## src/rbc_pkg.sv

```systemverilog
// Purpose: Constants and types for the RAM bank configuration block.
// Assumes: 32-bit register port with byte addresses.
// Notes:   Field positions follow the memory layout configuration word.
package rbc_pkg;
   // ****************************************************************
   // Register map
   // ****************************************************************
   localparam logic [31:0] POWER_DOWN_ADDR = 32'h01f8_0008;
   localparam logic [31:0] MEM_CONFIG_ADDR = 32'h01f8_0010;
   // ****************************************************************
   // Configuration word layout
   // ****************************************************************
   localparam int CFG_WIDTH = 17;
   typedef struct packed {
      logic       boot_rom_write_enable;  // 16
      logic       reserved15;             // 15
      logic       ram_edac_enable;        // 14
      logic       ram_parity_enable;      // 13
      logic [2:0] ram_size_code;          // 12:10
      logic [2:0] spare_block1_target;    // 9:7
      logic       spare_block1_enable;    // 6
      logic [2:0] spare_block0_target;    // 5:3
      logic       spare_block0_enable;    // 2
      logic [1:0] ram_block_count;        // 1:0
   } rbc_config_t;
   localparam rbc_config_t CONFIG_RESET = 17'h1_0000;
   // ****************************************************************
   // RAM decode
   // ****************************************************************
   localparam int RAM_ADDR_WIDTH = 28;
   localparam int BLOCK_BASE_SHIFT = 18;   // 256 Kbyte per block at code 0
   localparam int RAM_BLOCKS = 8;
   localparam int CS_WIDTH = 10;
   localparam int SPARE0_CS = 8;
   localparam int SPARE1_CS = 9;
   localparam logic [CS_WIDTH-1:0] CS_IDLE = 10'h3ff;
endpackage

```

## src/rbc_ram_bank_config.sv

```systemverilog
// Purpose: RAM bank configuration register, chip-select decode with
//          spare-block substitution, protection enables, power-down.
// Assumes: Inputs synchronous to clock_i; chip selects active low.
// Notes:   All outputs are registered, so decode adds one cycle.
//
// The strobed register port was chosen for this implementation.
`timescale 1ns/1ps
module rbc_ram_bank_config (
   // Clock and reset
   input  wire logic                              clock_i,
   input  wire logic                              reset_i,
   // Register port
   input  wire logic [31:0]                       addr_i,
   input  wire logic [31:0]                       wdata_i,
   input  wire logic                              wr_i,
   input  wire logic                              rd_i,
   output logic      [31:0]                       rdata_o,
   // System control
   input  wire logic                              power_down_enable_i,
   input  wire logic                              wakeup_i,
   output logic                                   power_down_o,
   // RAM access
   input  wire logic                              ram_access_i,
   input  wire logic [rbc_pkg::RAM_ADDR_WIDTH-1:0] ram_addr_i,
   output logic      [rbc_pkg::CS_WIDTH-1:0]      ram_chip_select_n_o,
   // Protection
   input  wire logic                              parity_check_disable_n_i,
   output logic                                   parity_check_o,
   output logic                                   parity_generate_o,
   output logic                                   edac_enable_o,
   // Boot memory write
   input  wire logic                              boot_rom_write_strobe_n_i,
   output logic                                   boot_rom_write_n_o
);
   // ****************************************************************
   // Register decode
   // ****************************************************************
   rbc_pkg::rbc_config_t cfg_reg;
   rbc_pkg::rbc_config_t cfg_next;
   logic                 pd_reg;
   logic [31:0]          rdata_reg;
   logic [rbc_pkg::CS_WIDTH-1:0] cs_n_reg;
   logic                 par_chk_reg;
   logic                 par_gen_reg;
   logic                 edac_reg;
   logic                 rom_wr_n_reg;

   wire logic hit_pd  = (addr_i == rbc_pkg::POWER_DOWN_ADDR);
   wire logic hit_cfg = (addr_i == rbc_pkg::MEM_CONFIG_ADDR);
   wire logic wr_cfg  = wr_i && hit_cfg;
   wire logic pd_trig = wr_i && hit_pd && power_down_enable_i;

   // Reserved bit is forced low so it can never be written.
   always_comb begin
      cfg_next = wdata_i[rbc_pkg::CFG_WIDTH-1:0];
      cfg_next.reserved15 = 1'b0;
   end

   // Power-down register reads as zero, as does any unmapped address.
   wire logic [31:0] rd_value = hit_cfg ?
      {{(32-rbc_pkg::CFG_WIDTH){1'b0}}, cfg_reg} : 32'h0000_0000;

   // ****************************************************************
   // Chip-select decode
   // ****************************************************************
   wire logic [rbc_pkg::RAM_ADDR_WIDTH-1:0] shifted =
      ram_addr_i >> (rbc_pkg::BLOCK_BASE_SHIFT + int'(cfg_reg.ram_size_code));
   wire logic [2:0] block_idx = shifted[2:0];
   // Addresses above the top block or beyond the enabled blocks select none.
   wire logic above_top = (shifted >> 3) != '0;
   wire logic in_range  = ((block_idx >> cfg_reg.ram_block_count) == 3'd0)
                          && !above_top;
   wire logic use_sp0 = cfg_reg.spare_block0_enable &&
                        (block_idx == cfg_reg.spare_block0_target);
   wire logic sp1_valid = cfg_reg.spare_block1_enable &&
      !(cfg_reg.spare_block0_target == cfg_reg.spare_block1_target);
   wire logic use_sp1 = sp1_valid && !use_sp0 &&
                        (block_idx == cfg_reg.spare_block1_target);

   logic [rbc_pkg::CS_WIDTH-1:0] cs_n_next;
   always_comb begin
      cs_n_next = rbc_pkg::CS_IDLE;
      if (ram_access_i && in_range) begin
         if (use_sp0) begin
            cs_n_next[rbc_pkg::SPARE0_CS] = 1'b0;
         end else if (use_sp1) begin
            cs_n_next[rbc_pkg::SPARE1_CS] = 1'b0;
         end else begin
            cs_n_next[block_idx] = 1'b0;
         end
      end
   end

   // ****************************************************************
   // Protection and boot memory write
   // ****************************************************************
   wire logic par_on = cfg_reg.ram_parity_enable ||
                       cfg_reg.ram_edac_enable;
   wire logic par_chk_next = par_on && parity_check_disable_n_i;
   wire logic rom_wr_n_next = !(cfg_reg.boot_rom_write_enable &&
                                !boot_rom_write_strobe_n_i);

   // ****************************************************************
   // Registers
   // ****************************************************************
   always_ff @(posedge clock_i or posedge reset_i) begin
      if (reset_i) begin
         cfg_reg <= rbc_pkg::CONFIG_RESET;
      end else if (wr_cfg) begin
         cfg_reg <= cfg_next;
      end
   end

   // Trigger wins over a wakeup in the same cycle so no request is lost.
   always_ff @(posedge clock_i or posedge reset_i) begin
      if (reset_i) begin
         pd_reg <= 1'b0;
      end else if (pd_trig) begin
         pd_reg <= 1'b1;
      end else if (wakeup_i) begin
         pd_reg <= 1'b0;
      end
   end

   always_ff @(posedge clock_i or posedge reset_i) begin
      if (reset_i) begin
         rdata_reg <= 32'h0000_0000;
      end else if (rd_i) begin
         rdata_reg <= rd_value;
      end else begin
         rdata_reg <= 32'h0000_0000;
      end
   end

   always_ff @(posedge clock_i or posedge reset_i) begin
      if (reset_i) begin
         cs_n_reg     <= rbc_pkg::CS_IDLE;
         par_chk_reg  <= 1'b0;
         par_gen_reg  <= 1'b0;
         edac_reg     <= 1'b0;
         rom_wr_n_reg <= 1'b1;
      end else begin
         cs_n_reg     <= cs_n_next;
         par_chk_reg  <= par_chk_next;
         par_gen_reg  <= par_on;
         edac_reg     <= cfg_reg.ram_edac_enable;
         rom_wr_n_reg <= rom_wr_n_next;
      end
   end

   assign rdata_o             = rdata_reg;
   assign power_down_o        = pd_reg;
   assign ram_chip_select_n_o = cs_n_reg;
   assign parity_check_o      = par_chk_reg;
   assign parity_generate_o   = par_gen_reg;
   assign edac_enable_o       = edac_reg;
   assign boot_rom_write_n_o  = rom_wr_n_reg;
endmodule

```

## config.mk

```make
export PLATFORM = sky130hd
export DESIGN_NAME = rbc_ram_bank_config
export DESIGN_NICKNAME = d
export VERILOG_FILES = /design/src/rbc_pkg.sv /design/src/rbc_ram_bank_config.sv
export SDC_FILE = /design/constraint.sdc
export NUM_CORES = 1
export LEC_CHECK = 0
export ABC_AREA = 1
export ABC_CLOCK_PERIOD_IN_PS = 1700
export BUFFER_PORTS_ARGS = -buffer_cell sky130_fd_sc_hd__clkbuf_2
export CAP_MARGIN = 10
export CORE_MARGIN = 4
export CORE_UTILIZATION = 40
export CTS_CLUSTER_SIZE = 14
export DETAILED_ROUTE_END_ITERATION = 8
export HOLD_SLACK_MARGIN = 0.05
export PLACE_DENSITY = 0.77
export REMOVE_ABC_BUFFERS = 1
export SYNTH_ARGS = -nofsm -noshare
export SYNTH_HDL_FRONTEND = slang
export SYNTH_SLANG_ARGS = --single-unit
export TNS_END_PERCENT = 30
```

## constraint.sdc

```tcl
create_clock -name clock_i -period 1.7 [get_ports clock_i]
set_input_delay 0.085 -clock clock_i [delete_from_list [all_inputs] [get_ports clock_i]]
set_output_delay 0.085 -clock clock_i [all_outputs]
set_load 0.02 [all_outputs]
```

==> metrics.txt <==
Yosys Warn Count 0; CP max-delay cell dfrtp_2; post-CTS setup buffer count 0; RSZ-0062 raised after global routing yes; Synth Cell Area 2618 um^2; Final Wtd Congestion between 0.8 and 0.9; Post-synth ARST share 100.0%; Filler cells 583; DP HPWL between 4 and 5 mm; setup TNS -0.1290 ns; mux share of post-synthesis cell area 0%; slowest cell delay on critical path 0.49 ns; Reg-to-Reg End ram_chip_select_n_o[2]; share of the synthesized area in the top cell type between 30% and 40%; most frequent cells in the layout nand2_1 (101), clkbuf_2 (97), nor2_1 (39); htree depth 2; Startpoint Class register; total gr overflow 0; XOR/XNOR Fraction of Synth Area under 10%; synth top area cells dfrtp_1 (33%), nand2_1 (16%), dfstp_2 (12%); failing checks setup timing; Die H about 89 um; Synth Area in Compound Gates 3.250%; status complete, but fails checks; WHS Path Cells 5; Die ar. 7902 um^2; LEAKAGE ~1.9 nW; CP Cell Sequence inv_6 > nand2_1 > nand3_2 > nand2_4 > nor2_8 > nand2_4 > a21oi_4 > nand2_2 > nor2_4 > nand2_1; initial DRC count 83; PnR worst setup slack -0.02064 ns; CP endpoint kind register; Crit path max-delay family simple AND/OR/NAND/NOR gates; layout cells sized above 1 36.68%; EDFF count, synth 0; Ports ~150; area of the multi-input gates approximately 1300 um^2; DRC viols 0; routed wire length between 6 and 7 mm; CP bufs+invs 1; core box area ~6300 um^2; Post-synth top flop dfrtp_1; Layout Skew around 0.0093 ns; critical path class reg2reg; Max Slew Vio Count 0; Max Cap Violations 0; Yosys reg bits 47; FMAX between 500 and 600 MHz; fin crit share 101.2%; Die Wd between 80 and 90 um; Final setup viols 8; row count 29; min-delay worst type in2reg; Syn Area/Cell between 7 and 8 um^2; Antenna Nets Post-Route 0; Worst Tran Pin Value 0.6988 ns; R2R setup slack -0.02 ns; via count 2,457; Initial Utilization between 40% and 50%; Via density around 4.6; largest family of logic cells by synthesized area simple AND/OR/NAND/NOR gates; DRT Pass-1 Iters 4; Critical Path RT around 1.9 ns; Avg WL per Cell roughly 12 um; pin count of the biggest net entering global routing 36; initial antenna violation count 0; layout net count around 560; hold endpoint power_down_o; post-synthesis simple-gate area fraction 38.67%; clock slew seen by the registers of the worst setup and hold paths approximately 0.09 ns; # diodes 0; first-pass GRT wire length approximately 10 mm; Root Buffer clkbuf_8; R2R Path Start cfg_reg[10]; Post-Synth Adder-Cell Area 0%; peak supply drop 404.2 uV; cts bufs inserted 5; I/O Buffers a little under 100; clock buffer depth 2; Total GRT Usage between 10% and 20%; reg2reg path depth 10; Worst Path Max Fanout 12; worst-skew pair later-pin latency about 0.3 ns; Register Area ~1200 um^2; Final min period 1.721 ns; vias in the first global route 2,318; P per Cell Area a little under 600 nW/um^2; P&R area growth vs syn 35.23%; CTS tree done; synth unique cells 31; Cells after Synth approximately 340; Seq/Total Area, Yosys 45.51%; clock sink count 47; worst slack, placed -0.02042 ns; Final Hold Vio Count 0; WP data arrival approximately 1.9 ns; Slew Limit Headroom between 50% and 60%; most common cell after layout, fill and taps aside nand2_1; Yosys top cell by area dfrtp_1; HP Start power_down_enable_i
==> metal layers <==
| layer | up-vias | wire length (um) | GRT usage, % |
|---|---|---|---|
| met3 | 13 | 516 | 3.963 |
| met1 | 1087 | 2448 | 18.83 |
| met2 | 103 | 3295 | 29.35 |
| met4 | 0 | 111 | 4.670 |
| li1 | 1254 | - | - |
| met5 | - | 0 | 0 |
==> worst max-delay path by stage <==
| stage | slack [ns] | to | from | cells after the start |
|---|---|---|---|---|
| floorplan | 0.001 | ram_chip_select_n_o[0] | cfg_reg[10] | 11 |
| global placement | 0.03 | ram_chip_select_n_o[6] | cfg_reg[10] | 10 |
| detailed placement | -0.02 | ram_chip_select_n_o[0] | cfg_reg[10] | 11 |
| CTS | 0.005 | ram_chip_select_n_o[0] | cfg_reg[10] | 11 |
| global route | -0.14 | ram_chip_select_n_o[4] | cfg_reg[10] | 10 |
| finish | -0.02 | ram_chip_select_n_o[2] | cfg_reg[10] | 10 |
==> Yosys cell counts, types with 4 or more instances <==
master / count
inv_2: 4
nand2_2: 4
buf_4: 16
nand2_1: 112
nor2_1: 40
inv_1: 31
nand4_1: 6
nand3_1: 26
dfstp_2: 12
dfrtp_1: 35
a21oi_1: 9
nand3_2: 8
nand2_4: 4
==> report_power, final <==
group | internal, mW | switching (mW) | total (mW)
Combinational | 0.121 | 0.159 | 0.280
Clock | 0.288 | 0.358 | 0.646
Sequential | 1.12 | 0.00000189 | 1.12
==> area by class of cell <==
| cell class | instances | area share [%] |
|---|---|---|
| Clock buffer | 6 | 2.050 |
| Clock inverter | 2 | 0.3535 |
| Inverter | 36 | 3.959 |
| Multi-Input combinational cell | 244 | 35.67 |
| Sequential cell | 47 | 33.76 |
| Tap cell | 77 | 2.722 |
| Timing Repair Buffer | 123 | 21.49 |
==> kinds of logic after synthesis <==
group           after synthesis
other cells                   1
xor+xnor                      3
flops                        47
simple gates                211
compound gates               14
buf+inv                      59
==> repair_timing <==
| item | 4_1_cts | 5_1_grt |
|---|---|---|
| endpoints found under the hold margin | 40 | 0 |
| hold buffers | 20 | 0 |
| setup endpoints to repair | 8 | 10 |
| cloned | 0 | 1 |
| resized for setup | 3 | 24 |
| pin swaps | 2 | 15 |
==> worst min-delay path: cells and delay by family <==
family | cells | cell delay (ns)
AO/OA/AOI/OAI | 1 | 0.07
AND/OR/NAND/NOR | 3 | 0.16
buffers and inverters | 1 | 0.08
==> through the flow <==
| stage | total power [mW] | std cells | hold slack, ns | area [um^2] | utilization (%) |
|---|---|---|---|---|---|
| 4_1_cts | 2.063 | 534 | 0.1379 | 3433 | 54.07 |
| 3_5_place_dp | 1.374 | 506 | 0.2246 | 3142 | 49.48 |
| 6_report | 2.045 | 535 | 0.1392 | 3540 | 55.74 |
| 5_1_grt | 2.155 | 535 | 0.1609 | 3540 | 55.74 |
| 2_1_floorplan | 1.266 | 327 | 0.1936 | 2510 | - |
| 3_3_place_gp | 1.370 | 506 | 0.2098 | 3142 | 49.48 |
No activity file was read; power rests on OpenSTA's default activity.
